## src/rtl/dbfh_cfg.svh

```systemverilog
// Constants for the dual-bank flash host controller: register offsets, fields, timings.
// Assumes a 250 MHz system clock; included by the block map and host modules.
`ifndef DBFH_CFG_SVH
`define DBFH_CFG_SVH

`define DBFH_CLK_PERIOD_PS      4000
// Register word offsets (byte addresses on the Wishbone bus)
`define DBFH_REG_CTRL           8'h00
`define DBFH_REG_ADDR           8'h04
`define DBFH_REG_WDATA          8'h08
`define DBFH_REG_RDATA          8'h0C
`define DBFH_REG_STATUS         8'h10
`define DBFH_REG_BLOCK          8'h14
// Control register fields
`define DBFH_CTRL_GO            0
`define DBFH_CTRL_OP_LSB        1
`define DBFH_CTRL_OP_MSB        3
`define DBFH_CTRL_LOCK_N        4
// Status register fields
`define DBFH_STAT_BUSY          0
`define DBFH_STAT_DONE          1
`define DBFH_STAT_BANK          2
`define DBFH_STAT_PARAM         3
// Reset values
`define DBFH_CTRL_RST           32'h0000_0010
// Timing, in ns, not cycle counts
`define DBFH_T_SETUP_NS         20
`define DBFH_T_PULSE_NS         60
`define DBFH_T_READ_NS          100
`define DBFH_T_PAGE_NS          35
`define DBFH_T_HOLD_NS          20
`define DBFH_T_RSTPULSE_NS      100
`define DBFH_T_RSTREC_NS        1000
// Least times round up
`define DBFH_NS2CYC(ns)         (((ns) * 1000 + `DBFH_CLK_PERIOD_PS - 1) / `DBFH_CLK_PERIOD_PS)
// Memory map, word addresses
`define DBFH_BANK_BIT           18
`define DBFH_PARAM_TOP          19'h07FFF
`define DBFH_PARAM_SHIFT        12
`define DBFH_MAIN_SHIFT         15
`define DBFH_QUERY_LOW_MASK     19'h000FC
`define DBFH_QUERY_MAKER        2'h0
`define DBFH_QUERY_PART         2'h1
`define DBFH_QUERY_BLOCK        2'h2
`endif

```

## src/rtl/dbfh_pkg.sv

```systemverilog
// Types shared by the flash host controller modules.
// Assumes dbfh_cfg.svh is on the include path.
`default_nettype none
package dbfh_pkg;
   typedef enum logic [2:0] {
      DBFH_OP_READ,
      DBFH_OP_WRITE,
      DBFH_OP_PAGE,
      DBFH_OP_QUERY,
      DBFH_OP_RESET,
      DBFH_OP_CE_WRITE
   } dbfh_op_e;
   typedef logic [18:0] dbfh_addr_t;
   typedef logic [15:0] dbfh_data_t;
endpackage : dbfh_pkg
`default_nettype wire

```

## src/rtl/dbfh_block_map.sv

```systemverilog
// Decodes a word address into bank, block kind and block index (bottom-boot map).
// Assumes a 19-bit word address; purely combinational.
`include "dbfh_cfg.svh"
`default_nettype none
module dbfh_block_map
   import dbfh_pkg::*;
(
   input  wire dbfh_pkg::dbfh_addr_t addr_i,
   output logic                      bank_hi_o,
   output logic                      param_o,
   output logic [3:0]                block_o
);
   always_comb
   begin
      bank_hi_o = addr_i[`DBFH_BANK_BIT];
      param_o   = !bank_hi_o && (addr_i <= `DBFH_PARAM_TOP);
      if (param_o)
      begin
         block_o = {1'b0, addr_i[`DBFH_PARAM_SHIFT+2:`DBFH_PARAM_SHIFT]};
      end
      else
      begin
         block_o = {1'b0, addr_i[`DBFH_MAIN_SHIFT+2:`DBFH_MAIN_SHIFT]};
      end
   end
endmodule : dbfh_block_map
`default_nettype wire

```

## src/rtl/dbfh_wait_cnt.sv

```systemverilog
// Down-counter that times one phase of a flash bus cycle.
// Assumes load is a one-cycle pulse; done is high once the count has run out.
`default_nettype none
module dbfh_wait_cnt #(
   parameter int W = 10
) (
   input  wire logic         clk_i,
   input  wire logic         rst_i,
   input  wire logic         load_i,
   input  wire logic [W-1:0] count_i,
   output logic              done_o
);
   logic [W-1:0] cnt_r;
   if (W < 1)
   begin : g_bad_w
      $error("W must be at least 1");
   end
   always_ff @(posedge clk_i)
   begin
      if (rst_i)
      begin
         cnt_r <= '0;
      end
      else if (load_i)
      begin
         cnt_r <= count_i;
      end
      else if (cnt_r != '0)
      begin
         cnt_r <= cnt_r - 1'b1;
      end
   end
   assign done_o = (cnt_r == '0) && !load_i;
endmodule : dbfh_wait_cnt
`default_nettype wire

```

## src/rtl/dbfh_host.sv

```systemverilog
// Host controller that drives an asynchronous dual-bank x16 flash through its pins.
// Assumes Wishbone classic slave access, synchronous pin inputs and a 250 MHz clock.
//
// Chosen here: the Wishbone slave port and the address map.
`include "dbfh_cfg.svh"
`default_nettype none
module dbfh_host
   import dbfh_pkg::*;
#(
   parameter int RST_REC_CYC = `DBFH_NS2CYC(`DBFH_T_RSTREC_NS)
) (
   input  wire logic                 clk_i,
   input  wire logic                 rst_i,
   input  wire logic                 wb_cyc_i,
   input  wire logic                 wb_stb_i,
   input  wire logic                 wb_we_i,
   input  wire logic [7:0]           wb_adr_i,
   input  wire logic [3:0]           wb_sel_i,
   input  wire logic [31:0]          wb_dat_i,
   output logic      [31:0]          wb_dat_o,
   output logic                      wb_ack_o,
   output dbfh_pkg::dbfh_addr_t      flash_addr_o,
   input  wire dbfh_pkg::dbfh_data_t data_io_i,
   output dbfh_pkg::dbfh_data_t      data_io_o,
   output logic                      data_io_oe_o,
   output logic                      chip_sel_n_o,
   output logic                      out_en_n_o,
   output logic                      wr_en_n_o,
   output logic                      rst_pd_n_o,
   output logic                      lock_n_o
);
   import dbfh_pkg::*;

   localparam int CNT_W    = 12;
   localparam int C_SETUP  = `DBFH_NS2CYC(`DBFH_T_SETUP_NS);
   localparam int C_PULSE  = `DBFH_NS2CYC(`DBFH_T_PULSE_NS);
   localparam int C_READ   = `DBFH_NS2CYC(`DBFH_T_READ_NS);
   localparam int C_PAGE   = `DBFH_NS2CYC(`DBFH_T_PAGE_NS);
   localparam int C_HOLD   = `DBFH_NS2CYC(`DBFH_T_HOLD_NS);
   localparam int C_RSTPLS = `DBFH_NS2CYC(`DBFH_T_RSTPULSE_NS);
   localparam logic [31:0] CTRL_RST = `DBFH_CTRL_RST;

   // Recovery count must fit the shared wait counter
   if (RST_REC_CYC < 1 || RST_REC_CYC >= (1 << CNT_W))
   begin : g_bad_rec
      $error("RST_REC_CYC out of range");
   end

   typedef enum logic [2:0] {
      ST_IDLE,
      ST_SETUP,
      ST_PULSE,
      ST_HOLD,
      ST_RST_LOW,
      ST_RST_REC
   } dbfh_state_e;

   dbfh_state_e      state_r;
   dbfh_op_e         op_r;
   dbfh_addr_t       addr_r;
   dbfh_data_t       wdata_r;
   logic [63:0]      rdata_r;
   logic [1:0]       word_r;
   logic             lock_n_r;
   logic             done_r;
   logic             go;
   logic             ld;
   logic [CNT_W-1:0] ld_cnt;
   logic             cnt_done;
   logic             bank_hi;
   logic             param;
   logic [3:0]       block;
   logic             wb_req;

   assign wb_req = wb_cyc_i && wb_stb_i && !wb_ack_o;
   assign go     = wb_req && wb_we_i && (wb_adr_i == `DBFH_REG_CTRL) && wb_sel_i[0]
                   && wb_dat_i[`DBFH_CTRL_GO] && (state_r == ST_IDLE);

   dbfh_wait_cnt #(.W(CNT_W)) u_cnt (
      .clk_i   (clk_i),
      .rst_i   (rst_i),
      .load_i  (ld),
      .count_i (ld_cnt),
      .done_o  (cnt_done)
   );

   dbfh_block_map u_map (
      .addr_i    (addr_r),
      .bank_hi_o (bank_hi),
      .param_o   (param),
      .block_o   (block)
   );

   // Wishbone slave: ack one cycle after request, dropped the cycle after
   always_ff @(posedge clk_i)
   begin
      if (rst_i)
      begin
         wb_ack_o <= 1'b0;
         wb_dat_o <= 32'h0000_0000;
      end
      else
      begin
         wb_ack_o <= wb_req;
         wb_dat_o <= 32'h0000_0000;
         if (wb_req && !wb_we_i)
         begin
            unique case (wb_adr_i)
               `DBFH_REG_CTRL:   wb_dat_o <= {27'h0, !lock_n_r, op_r, 1'b0};
               `DBFH_REG_ADDR:   wb_dat_o <= {13'h0, addr_r};
               `DBFH_REG_WDATA:  wb_dat_o <= {16'h0, wdata_r};
               `DBFH_REG_RDATA:  wb_dat_o <= rdata_r[31:0];
               `DBFH_REG_STATUS: wb_dat_o <= {28'h0, param, bank_hi, done_r,
                                              state_r != ST_IDLE};
               `DBFH_REG_BLOCK:  wb_dat_o <= {rdata_r[63:32]};
               default:          wb_dat_o <= 32'h0000_0000;
            endcase
         end
      end
   end

   // Software-written registers; only accepted while idle
   always_ff @(posedge clk_i)
   begin
      if (rst_i)
      begin
         op_r     <= dbfh_op_e'(CTRL_RST[`DBFH_CTRL_OP_MSB:`DBFH_CTRL_OP_LSB]);
         addr_r   <= '0;
         wdata_r  <= '0;
         lock_n_r <= !CTRL_RST[`DBFH_CTRL_LOCK_N];
      end
      else if (wb_req && wb_we_i && state_r == ST_IDLE)
      begin
         unique case (wb_adr_i)
            `DBFH_REG_CTRL:
            begin
               op_r     <= dbfh_op_e'(wb_dat_i[`DBFH_CTRL_OP_MSB:`DBFH_CTRL_OP_LSB]);
               lock_n_r <= !wb_dat_i[`DBFH_CTRL_LOCK_N];
            end
            `DBFH_REG_ADDR:  addr_r  <= wb_dat_i[18:0];
            `DBFH_REG_WDATA: wdata_r <= wb_dat_i[15:0];
            default:         ;
         endcase
      end
   end

   // Sequencer for the pin cycles
   always_ff @(posedge clk_i)
   begin
      if (rst_i)
      begin
         state_r <= ST_IDLE;
         word_r  <= 2'h0;
         ld      <= 1'b0;
         ld_cnt  <= '0;
      end
      else
      begin
         ld <= 1'b0;
         unique case (state_r)
            ST_IDLE:
            if (go)
            begin
               word_r <= 2'h0;
               ld     <= 1'b1;
               if (dbfh_op_e'(wb_dat_i[`DBFH_CTRL_OP_MSB:`DBFH_CTRL_OP_LSB]) == DBFH_OP_RESET)
               begin
                  state_r <= ST_RST_LOW;
                  ld_cnt  <= CNT_W'(C_RSTPLS);
               end
               else
               begin
                  state_r <= ST_SETUP;
                  ld_cnt  <= CNT_W'(C_SETUP);
               end
            end
            ST_SETUP:
            if (cnt_done && !ld)
            begin
               state_r <= ST_PULSE;
               ld      <= 1'b1;
               if (op_r == DBFH_OP_WRITE || op_r == DBFH_OP_CE_WRITE)
               begin
                  ld_cnt <= CNT_W'(C_PULSE);
               end
               else
               begin
                  ld_cnt <= CNT_W'(C_READ);
               end
            end
            ST_PULSE:
            if (cnt_done && !ld)
            begin
               if (op_r == DBFH_OP_PAGE && word_r != 2'h3)
               begin
                  word_r <= word_r + 2'h1;
                  ld     <= 1'b1;
                  ld_cnt <= CNT_W'(C_PAGE);
               end
               else
               begin
                  state_r <= ST_HOLD;
                  ld      <= 1'b1;
                  ld_cnt  <= CNT_W'(C_HOLD);
               end
            end
            ST_HOLD:
            if (cnt_done && !ld)
            begin
               state_r <= ST_IDLE;
            end
            ST_RST_LOW:
            if (cnt_done && !ld)
            begin
               state_r <= ST_RST_REC;
               ld      <= 1'b1;
               ld_cnt  <= CNT_W'(RST_REC_CYC);
            end
            ST_RST_REC:
            if (cnt_done && !ld)
            begin
               state_r <= ST_IDLE;
            end
         endcase
      end
   end

   // Read data capture at the end of each read, page or query access, packed per page word
   always_ff @(posedge clk_i)
   begin
      if (rst_i)
      begin
         rdata_r <= '0;
      end
      else if (state_r == ST_PULSE && cnt_done && !ld && op_r != DBFH_OP_WRITE
               && op_r != DBFH_OP_CE_WRITE)
      begin
         rdata_r[word_r*16 +: 16] <= data_io_i;
      end
   end

   // Done flag: set by cycle end wins over clear by a new start
   always_ff @(posedge clk_i)
   begin
      if (rst_i)
      begin
         done_r <= 1'b0;
      end
      else if ((state_r == ST_HOLD || state_r == ST_RST_REC) && cnt_done && !ld)
      begin
         done_r <= 1'b1;
      end
      else if (go)
      begin
         done_r <= 1'b0;
      end
   end

   // Pin drive, all registered
   always_ff @(posedge clk_i)
   begin
      if (rst_i)
      begin
         flash_addr_o <= '0;
         data_io_o    <= '0;
         data_io_oe_o <= 1'b0;
         chip_sel_n_o <= 1'b1;
         out_en_n_o   <= 1'b1;
         wr_en_n_o    <= 1'b1;
         rst_pd_n_o   <= 1'b0;
         lock_n_o     <= !CTRL_RST[`DBFH_CTRL_LOCK_N];
      end
      else
      begin
         lock_n_o   <= lock_n_r;
         rst_pd_n_o <= (state_r != ST_RST_LOW);
         if (op_r == DBFH_OP_QUERY)
         begin
            flash_addr_o <= addr_r & ~`DBFH_QUERY_LOW_MASK;
         end
         else
         begin
            flash_addr_o <= {addr_r[18:2], (op_r == DBFH_OP_PAGE) ? word_r : addr_r[1:0]};
         end
         data_io_o <= wdata_r;
         unique case (state_r)
            ST_SETUP, ST_PULSE:
            begin
               chip_sel_n_o <= (op_r == DBFH_OP_CE_WRITE) ? (state_r != ST_PULSE) : 1'b0;
               if (op_r == DBFH_OP_WRITE || op_r == DBFH_OP_CE_WRITE)
               begin
                  out_en_n_o   <= 1'b1;
                  data_io_oe_o <= 1'b1;
                  wr_en_n_o    <= (op_r == DBFH_OP_CE_WRITE) ? 1'b0
                                  : (state_r != ST_PULSE);
               end
               else
               begin
                  out_en_n_o   <= 1'b0;
                  data_io_oe_o <= 1'b0;
                  wr_en_n_o    <= 1'b1;
               end
            end
            ST_HOLD:
            begin
               chip_sel_n_o <= 1'b1;
               wr_en_n_o    <= 1'b1;
               out_en_n_o   <= 1'b1;
               data_io_oe_o <= (op_r == DBFH_OP_WRITE || op_r == DBFH_OP_CE_WRITE);
            end
            default:
            begin
               chip_sel_n_o <= 1'b1;
               wr_en_n_o    <= 1'b1;
               out_en_n_o   <= 1'b1;
               data_io_oe_o <= 1'b0;
            end
         endcase
      end
   end
endmodule : dbfh_host
`default_nettype wire

```

## config.mk

```make
export PLATFORM = sky130hd
export DESIGN_NAME = dbfh_host
export DESIGN_NICKNAME = d
export VERILOG_FILES = /design/src/rtl/dbfh_pkg.sv /design/src/rtl/dbfh_block_map.sv /design/src/rtl/dbfh_wait_cnt.sv /design/src/rtl/dbfh_host.sv
export VERILOG_INCLUDE_DIRS = /design/src /design/src/rtl
export SDC_FILE = /design/constraint.sdc
export NUM_CORES = 1
export LEC_CHECK = 0
export BUFFER_PORTS_ARGS = -buffer_cell sky130_fd_sc_hd__buf_2
export CORE_MARGIN = 2
export CORE_UTILIZATION = 55
export CTS_CLUSTER_DIAMETER = 50
export DETAILED_ROUTE_END_ITERATION = 10
export PLACE_DENSITY = 0.79
export SLEW_MARGIN = 20
export SYNTH_ARGS = -nofsm -noshare
export SYNTH_HDL_FRONTEND = slang
export SYNTH_SLANG_ARGS = --single-unit
export TNS_END_PERCENT = 50
```

## constraint.sdc

```tcl
create_clock -name clk_i -period 3 [get_ports clk_i]
set_clock_uncertainty 0.05 [all_clocks]
set_input_delay 0.3 -clock clk_i [delete_from_list [all_inputs] [get_ports clk_i]]
set_output_delay 0.3 -clock clk_i [all_outputs]
set_load 0.005 [all_outputs]
```

==> impl_metrics.ini, run 1 <==
[placement]
place_area_um2 = 8559
post-dp-hpwl_mm = 13.15
gp_congestion = 0.8594
dpl_worst_slack_ns = 0.3507
port_buffers = 122

[sta]
fmax_mhz = 368.5
grt_setup_unrepaired = no
hold_ws_ns = 0.01144
setup_tns_ns = 0
post-route-min-period_ns = 2.714
setup_ws_ns = 0.2865
final-hold-violation-count = 0
period_share = 0.9045
setup_violations = 0
slew_viol_final = 0
relSlewSlack = 0.4406
worstMarginPinSlew_ns = 0.8314

[clock_tree]
clock_sinks = 202
cts_max_path_buffers = 3
h-tree-depth = 1
cts_tree = built
clk_latency_ns = 0.49
cts_buffers = 21
cts_root_buf = clkbuf_16
cts.clk_slew.worst_paths_ns = 0.06

[route]
drc = 0
viasPerCell = 5.800
num_vias = 6931
routedWlPerCell_um = 17.02
drt-total-wl_mm = 20.34
drt_first_pass_iters = 6
initialDrtViolationCount = 875
ant_nets = 0

[final_layout]
n_antenna_cell = 0
final_common_cell = dfxtp_1
n_fill_cell = 1080
syn_to_final_growth_pct = 20.32
final_area_um2 = 9335
final_cell_mix = 202 x dfxtp_1, 154 x nand2_1, 121 x buf_2
drive_gt1_frac = 0.1931
fin_nets = 1073

[power]
p_comb_frac = 0.116
switching_share = 0.2418
p_total_mw = 6.285
p_leak_nw = 3.494
cellPowerDensity_nw_per_um2 = 673.3
max-vdd-ir-drop_mv = 0.3894
netSwitchingPower_mw = 1.520
p_clk_frac = 0.437
intPower_mw = 4.766
p_seq_frac = 0.447

[die]
boundaryPins = 139
dieWidth_um = 122.8
dieArea_um2 = 15070
core_um2 = 13830
die_y_um = 122.8
fp-row-count = 43
initial_core_util = 0.5611

[grt]
grt.overflow.total = 0
grt.total_usage = 0.2639
antenna_found_initial = 1
grt_max_degree = 83
grt_pass1_vias = 6343
grt_pass1_wl_mm = 32.00

[logic_synthesis]
syn_area_per_cell_um2 = 8.747
synth_ff_type = dfxtp_1
yosys.cell_types.count = 61
ys_seq_area_frac = 0.5212
synth_area_um2 = 7759
synth_nets = 960
ys_ff_latch = 202
syn_inst = 887
yosys_warnings = 0
synth-edff-count = 0
async_reset_ff_frac = 0

[worst_setup_path]
timing.setup.critical_path_class = reg2reg
arrival_ns = 3.04
r2r_setup_slack_ns = 0.29
critical_path_required_ns = 3.33
rr_endpoint = ld_cnt[4]$_SDFFE_PP0P_
crit_end = ld_cnt[4]$_SDFFE_PP0P_
cp_max_fo = 4
rr_worst_depth = 7
end_kind = flip-flop
crit_path_start = u_cnt.cnt_r[0]$_SDFFE_PP0P_
timing.rr.start = u_cnt.cnt_r[0]$_SDFFE_PP0P_
cp-start-kind = flip-flop

[hold_path]
min_path_type = in2reg

[run_status]
outcome = complete, no violations

[job]
maxCapViolCount = 0
-- power by group through the flow --
stage          combinational [mW]  sequential (mW)  clock (mW)
2_1_floorplan               0.530             2.86           0
3_3_place_gp                0.698             2.86           0
3_5_place_dp                0.710             2.87           0
6_report                    0.727             2.81        2.75
4_1_cts                     0.724             2.81        2.78
5_1_grt                     0.819             2.82        2.90
-- through the flow --
stage | util | instances
3_3_place_gp | 0.6190 | 1153
5_1_grt | 0.6751 | 1195
6_report | 0.6751 | 1195
2_1_floorplan | - | 887
3_5_place_dp | 0.6190 | 1153
4_1_cts | 0.6744 | 1194
-- kinds of logic (layout without fill, tap and decap cells) --
| logic type | after synthesis | count (layout) | synth area share |
|---|---|---|---|
| xor+xnor | 11 | 11 | 0.01242 |
| fa+ha+maj | 8 | 8 | 0.01290 |
| mux | 11 | 11 | 0.01645 |
| buf+inv | 74 | 202 | 0.03709 |
| flops | 202 | 202 | 0.5212 |
| simple gates | 381 | 381 | 0.2372 |
| compound gates | 200 | 200 | 0.1627 |
-- final cells by class --
type | instances | area [µm²] | area share
Clock inverter | 10 | 163.9 | 0.01756
Timing Repair Buffer | 154 | 863.3 | 0.09248
Clock buffer | 28 | 571.8 | 0.06125
Tap cell | 180 | 225.2 | 0.02413
Multi-Input combinational cell | 611 | 3430 | 0.3674
Inverter | 10 | 37.54 | 0.004021
Sequential cell | 202 | 4044 | 0.4332
-- registers in the layout, indices dropped and copies added, names as in the netlist, 2 cells and up --
name,count
addr_r,19
data_io_o,16
flash_addr_o,19
ld_cnt,6
op_r,3
rdata_r,64
state_r,3
u_cnt.cnt_r,12
wb_dat_o,32
wdata_r,16
word_r,2
-- cells in the mapped netlist (2+ instances only) --
master       n  area (µm²)
dfxtp_1    202        4044
and4_1       5       43.79
a211oi_1     3       22.52
nand2_1    154       578.1
mux2i_1      6       60.06
a222oi_1     9       90.09
a31oi_1      4       25.02
a22oi_1     18       135.1
ha_1         8       100.1
buf_1        5       18.77
mux2_1       3       33.78
a32oi_1      2       17.52
nand4_1      6       37.54
or3b_2       2       17.52
nor3b_1      6       45.04
buf_2        6       30.03
inv_1       10       37.54
a22o_1       7       61.31
or3_1        6       37.54
o21ai_0      6       30.03
and3_1       4       25.02
nand3_1     73       365.4
xnor2_1      9       78.83
o21a_1       4       30.03
clkbuf_2     2       10.01
nor2_1      41       153.9
nor2b_1     33       206.5
clkbuf_1    51       191.4
or4_1        5       37.54
a2111oi_0    2       17.52
nor4_1       6       37.54
and2_1       9       56.30
a211o_1      2       17.52
nand2b_1     2       12.51
a221oi_1     9       78.83
xor2_1       2       17.52
o31ai_1      2       15.01
nor3_1      19       95.09
nand3b_1     2       15.01
nor4b_1      2       17.52
a21oi_1    120       600.6
-- worst min path at each step --
| stage | from | to | slack [ns] | depth (start not counted) |
|---|---|---|---|---|
| 4_1_cts | wb_dat_i[11] | wdata_r[11]$_SDFFE_PP0P_ | 0.0008 | 3 |
| 3_5_place_dp | rdata_r[21]$_SDFFE_PP0P_ | rdata_r[21]$_SDFFE_PP0P_ | 0.39 | 2 |
| 3_3_place_gp | rdata_r[7]$_SDFFE_PP0P_ | rdata_r[7]$_SDFFE_PP0P_ | 0.39 | 2 |
| 6_report | wb_dat_i[13] | addr_r[13]$_SDFFE_PP0P_ | 0.01 | 3 |
| 5_1_grt | wb_dat_i[13] | addr_r[13]$_SDFFE_PP0P_ | 0.01 | 3 |
| 2_1_floorplan | rst_i | wb_ack_o$_SDFF_PP0_ | 0.34 | 1 |
-- worst max-delay path, cell delays in order (launching register included) --
cell      delay, ns
dfxtp_1        0.34
inv_1          0.09
ha_1           0.15
or4b_2         0.65
or4_4          0.49
a211oi_4       0.32
o21ai_2        0.15
mux2_1         0.36
-- metal layers --
metal | vias up | track usage | part of all wire
li1 | 3342 | - | -
met1 | 3226 | 0.3762 | 0.44
met2 | 321 | 0.4113 | 0.46
met3 | 40 | 0.04089 | 0.087
met4 | 2 | 0.08261 | 0.022
met5 | - | 0 | 0.00054
-- timing repair --
item,CTS,global route
resized for setup,0,0
endpoints found under the hold margin,3,1
setup endpoints to repair,0,0
hold buffers,3,1
buffers inserted,0,0
(Power assumes the default switching activity.)
==> run 2: changes to the inputs <==
Settings changed: CORE_UTILIZATION 55 to 53, PLACE_DENSITY 0.79 to 0.76.
==> impl_metrics.ini, run 2 (same netlist as run 1, synthesis figures left out) <==
[sta]
post-route-min-period_ns = 2.841
period_share = 0.9469
fmax_mhz = 352.0
setup_violations = 0
final-hold-violation-count = 0
slew_viol_final = 0
setup_tns_ns = 0
grt_setup_unrepaired = no
relSlewSlack = 0.4826
hold_ws_ns = 0.01605
worstMarginPinSlew_ns = 0.7690

[grt]
grt.overflow.total = 0
grt.total_usage = 0.2523
antenna_found_initial = 1
grt_max_degree = 108
grt_pass1_vias = 6459
grt_pass1_wl_mm = 32.94

[power]
cellPowerDensity_nw_per_um2 = 671.7
switching_share = 0.2418
netSwitchingPower_mw = 1.534
intPower_mw = 4.812
p_seq_frac = 0.444
p_comb_frac = 0.113
max-vdd-ir-drop_mv = 0.4894
p_leak_nw = 3.543
p_clk_frac = 0.443

[final_layout]
final_cell_mix = 202 x dfxtp_1, 154 x nand2_1, 121 x buf_2
top_regs = rdata_r (64), wb_dat_o (32)
largest_register_ffs = 64
drive_gt1_frac = 0.1929
n_fill_cell = 1178
final_area_um2 = 9448
regMostFlops = rdata_r
final_util = 0.6550
syn_to_final_growth_pct = 21.77
final_common_cell = dfxtp_1
fin_nets = 1079

[run_status]
outcome = complete, no violations

[worst_setup_path]
cpPeakStageDelay_ns = 0.64
timing.setup.critical_path_class = reg2reg
path_cells = inv_1, ha_1, or4b_2, nor3_1, buf_4, and4_1, nand3_1, a21oi_1
worstPathBufferInverterCount = 2
path_delay_family = simple AND/OR/NAND/NOR gates
critical_path_required_ns = 3.38
timing.rr.start = u_cnt.cnt_r[0]$_SDFFE_PP0P_
cp-start-kind = flip-flop
arrival_ns = 3.22
crit_path_start = u_cnt.cnt_r[0]$_SDFFE_PP0P_
cpMaxStageDelayCell = or4b_2
cp_max_fo = 16
end_kind = flip-flop

[route]
viasPerCell = 5.796
initialDrtViolationCount = 701
drt-total-wl_mm = 20.35
ant_nets = 0
drc = 0
drt_first_pass_iters = 5
routedWlPerCell_um = 16.88
num_vias = 6990

[placement]
place_area_um2 = 8562
gp_congestion = 0.8359
port_buffers = 122
post-dp-hpwl_mm = 12.99

[die]
core_um2 = 14420
die_y_um = 125.0
boundaryPins = 139
fp-row-count = 44
dieArea_um2 = 15620
dieWidth_um = 125.0
initial_core_util = 0.5379

[clock_tree]
cts_buffers = 22
cts.clk_slew.worst_paths_ns = 0.06
cts_root_buf = clkbuf_16
clock_sinks = 202
cts_max_path_buffers = 3
cts_tree = built
h-tree-depth = 1
postCtsSetupBuffers = 0
clk_latency_ns = 0.50

[hold_path]
min_path_type = in2reg
hp-start = wb_dat_i[12]

[job]
maxCapViolCount = 0
[run 2: worst paths after layout]
| check | end | slack, ns | cells past startpoint |
|---|---|---|---|
| max reg2reg | rdata_r[44]$_SDFFE_PP0P_ | 0.16 | 8 |
| min | wdata_r[12]$_SDFFE_PP0P_ | 0.02 | 3 |
| max | rdata_r[44]$_SDFFE_PP0P_ | 0.16 | 8 |
| min reg2reg | rdata_r[31]$_SDFFE_PP0P_ | 0.40 | 2 |
[run 2: final cells by class]
| cell class | instances | area [µm²] | area share |
|---|---|---|---|
| timing repair buffer | 159 | 930.9 | 0.09853 |
| inverter | 10 | 37.54 | 0.003973 |
| antenna | 1 | 2.502 | 0.0002649 |
| clock buffer | 30 | 630.6 | 0.06675 |
| sequential | 202 | 4044 | 0.4280 |
| multi-input combinational | 611 | 3430 | 0.3630 |
| clock inverter | 9 | 142.6 | 0.01510 |
| tap | 184 | 230.2 | 0.02437 |
[run 2: per-stage QoR]
step / instances / setup WS, ns / total power [mW]
global route: 1205 / 0.04379 / 6.589
floorplan: 887 / 0.4828 / 3.387
finish: 1206 / 0.1593 / 6.346
detailed placement: 1155 / 0.2992 / 3.575
global placement: 1155 / 0.3228 / 3.563
CTS: 1205 / 0.1978 / 6.366
[run 2: layer usage]
layer / vias up / GRT usage / wire (µm)
met5: - / 0 / 0
met4: 0 / 0.06993 / 318
met3: 24 / 0.03680 / 1370
met2: 274 / 0.3875 / 9234
met1: 3332 / 0.3734 / 9431
li1: 3360 / - / -
[run 2: what timing repair did]
action / CTS / global route
hold endpoints to repair: 14 / 0
resized for setup: 0 / 0
hold buffers: 11 / 0
[run 2: power by group through the flow]
stage          Sequential [mW]  Combinational, mW  Clock (mW)
6_report                  2.82              0.718        2.81
5_1_grt                   2.82              0.802        2.96
4_1_cts                   2.82              0.716        2.83
3_5_place_dp              2.87              0.701           0
3_3_place_gp              2.87              0.691           0
2_1_floorplan             2.86              0.530           0
[run 2: worst reg2reg max path, cell delays in order, from the launching register on]
cell and delay (ns):
dfxtp_1 0.34, inv_1 0.09, ha_1 0.14, or4b_2 0.64, nor3_1 0.30, buf_4 0.20
and4_1 0.60, nand3_1 0.21, a21oi_1 0.20
==> run 3: changes to the inputs <==
Settings changed: MAX_ROUTING_LAYER set to met4.
==> impl_metrics.ini, run 3 (same netlist as run 1, synthesis figures left out) <==
[clock_tree]
cts-resized-gates = 0
cts_tree = built
cts_buffers = 22
clock_sinks = 202
cts_root_buf = clkbuf_16
postCtsSetupBuffers = 0
cts.clk_slew.worst_paths_ns = 0.06
clk_latency_ns = 0.50
cts_max_path_buffers = 3
hold_buffers = 11
h-tree-depth = 1

[sta]
worstMarginPinSlew_ns = 0.8020
period_share = 0.9493
final-hold-violation-count = 0
setup_violations = 0
slew_viol_final = 0
post-route-min-period_ns = 2.848
setup_ws_ns = 0.1521
grt_setup_unrepaired = no
setup_tns_ns = 0
relSlewSlack = 0.4642
fmax_mhz = 351.1

[grt]
grt_max_degree = 108
grt.overflow.total = 0
antenna_found_initial = 1
grt.total_usage = 0.2598
grt_pass1_wl_mm = 32.95
grt_pass1_vias = 6466

[final_layout]
largest_register_ffs = 64
fin_nets = 1079
drive_gt1_frac = 0.1929
final_common_cell = dfxtp_1
syn_to_final_growth_pct = 21.77
final_cell_mix = 202 x dfxtp_1, 154 x nand2_1, 121 x buf_2
stdcell_count = 1206
top_regs = rdata_r (64), wb_dat_o (32)
n_fill_cell = 1178
regMostFlops = rdata_r

[worst_setup_path]
arrival_ns = 3.23
timing.setup.critical_path_class = reg2reg
critical_path_required_ns = 3.38
r2r_setup_slack_ns = 0.15
end_kind = flip-flop
cp-start-kind = flip-flop
rr_endpoint = rdata_r[44]$_SDFFE_PP0P_
cp_max_fo = 16
rr_worst_depth = 8
crit_end = rdata_r[44]$_SDFFE_PP0P_
timing.rr.start = u_cnt.cnt_r[0]$_SDFFE_PP0P_
crit_path_start = u_cnt.cnt_r[0]$_SDFFE_PP0P_

[die]
core_um2 = 14420
fp-row-count = 44
dieArea_um2 = 15620
boundaryPins = 139
initial_core_util = 0.5379
die_y_um = 125.0
dieWidth_um = 125.0

[route]
drt_first_pass_iters = 5
drt-total-wl_mm = 20.35
viasPerCell = 5.851
num_vias = 7056
routedWlPerCell_um = 16.87
drc = 0
ant_nets = 0
initialDrtViolationCount = 730

[job]
maxCapViolCount = 0

[placement]
dpl_worst_slack_ns = 0.2992
post-dp-hpwl_mm = 12.99
dp.cells = 1155
gp_congestion = 0.8489
port_buffers = 122

[power]
p_seq_frac = 0.444
max-vdd-ir-drop_mv = 0.4857
intPower_mw = 4.812
switching_share = 0.2417
p_leak_nw = 3.543
p_total_mw = 6.346
cellPowerDensity_nw_per_um2 = 671.7
netSwitchingPower_mw = 1.534
p_clk_frac = 0.442
p_comb_frac = 0.114

[hold_path]
min_path_type = in2reg
hold_depth = 3

[run_status]
outcome = complete, no violations
[run 3: through the flow]
stage | cell area [µm²] | hold WS [ns] | utilization
after floorplan | 7759 | 0.3392 | -
after global placement | 8562 | 0.3877 | 0.5936
after detailed placement | 8562 | 0.3927 | 0.5936
after CTS | 9445 | 0.001567 | 0.6548
after global routing | 9448 | 0.01770 | 0.6550
final | 9448 | 0.01451 | 0.6550
[run 3: power groups by stage]
stage / registers (mW) / clock network, mW / logic (mW)
floorplan: 2.86 / 0 / 0.530
global placement: 2.87 / 0 / 0.691
CTS: 2.82 / 2.83 / 0.716
global route: 2.82 / 2.97 / 0.802
detailed placement: 2.87 / 0 / 0.701
finish: 2.82 / 2.81 / 0.721
[run 3: area by class of cell]
| cell class | instances | area [µm²] | share of cell area |
|---|---|---|---|
| inverters | 10 | 37.54 | 0.003973 |
| well taps | 184 | 230.2 | 0.02437 |
| multi-input cells | 611 | 3430 | 0.3630 |
| diodes | 1 | 2.502 | 0.0002649 |
| flip-flops and latches | 202 | 4044 | 0.4280 |
| clock buffers | 30 | 630.6 | 0.06675 |
| clock inverters | 9 | 142.6 | 0.01510 |
| repair buffers | 159 | 930.9 | 0.09853 |
[run 3: how the worst min path moves through the flow]
stage | from | to
2_1_floorplan | rst_i | wb_ack_o$_SDFF_PP0_
3_3_place_gp | rdata_r[23]$_SDFFE_PP0P_ | rdata_r[23]$_SDFFE_PP0P_
3_5_place_dp | rdata_r[31]$_SDFFE_PP0P_ | rdata_r[31]$_SDFFE_PP0P_
4_1_cts | wb_dat_i[6] | addr_r[6]$_SDFFE_PP0P_
5_1_grt | wb_dat_i[12] | wdata_r[12]$_SDFFE_PP0P_
6_report | wb_dat_i[6] | addr_r[6]$_SDFFE_PP0P_
[run 3: routing by layer]
layer / vias to the layer above / wire length, µm / track usage
met5: - / 0 / -
met4: 0 / 365 / 0.06993
met3: 34 / 1455 / 0.03594
met2: 307 / 9205 / 0.3868
met1: 3357 / 9321 / 0.3739
li1: 3358 / - / -
[run 3: worst max-delay path, stage by stage (launching register included)]
cell,delay (ns)
dfxtp_1,0.34
inv_1,0.09
ha_1,0.14
or4b_2,0.64
nor3_1,0.30
buf_4,0.20
and4_1,0.61
nand3_1,0.21
a21oi_1,0.20
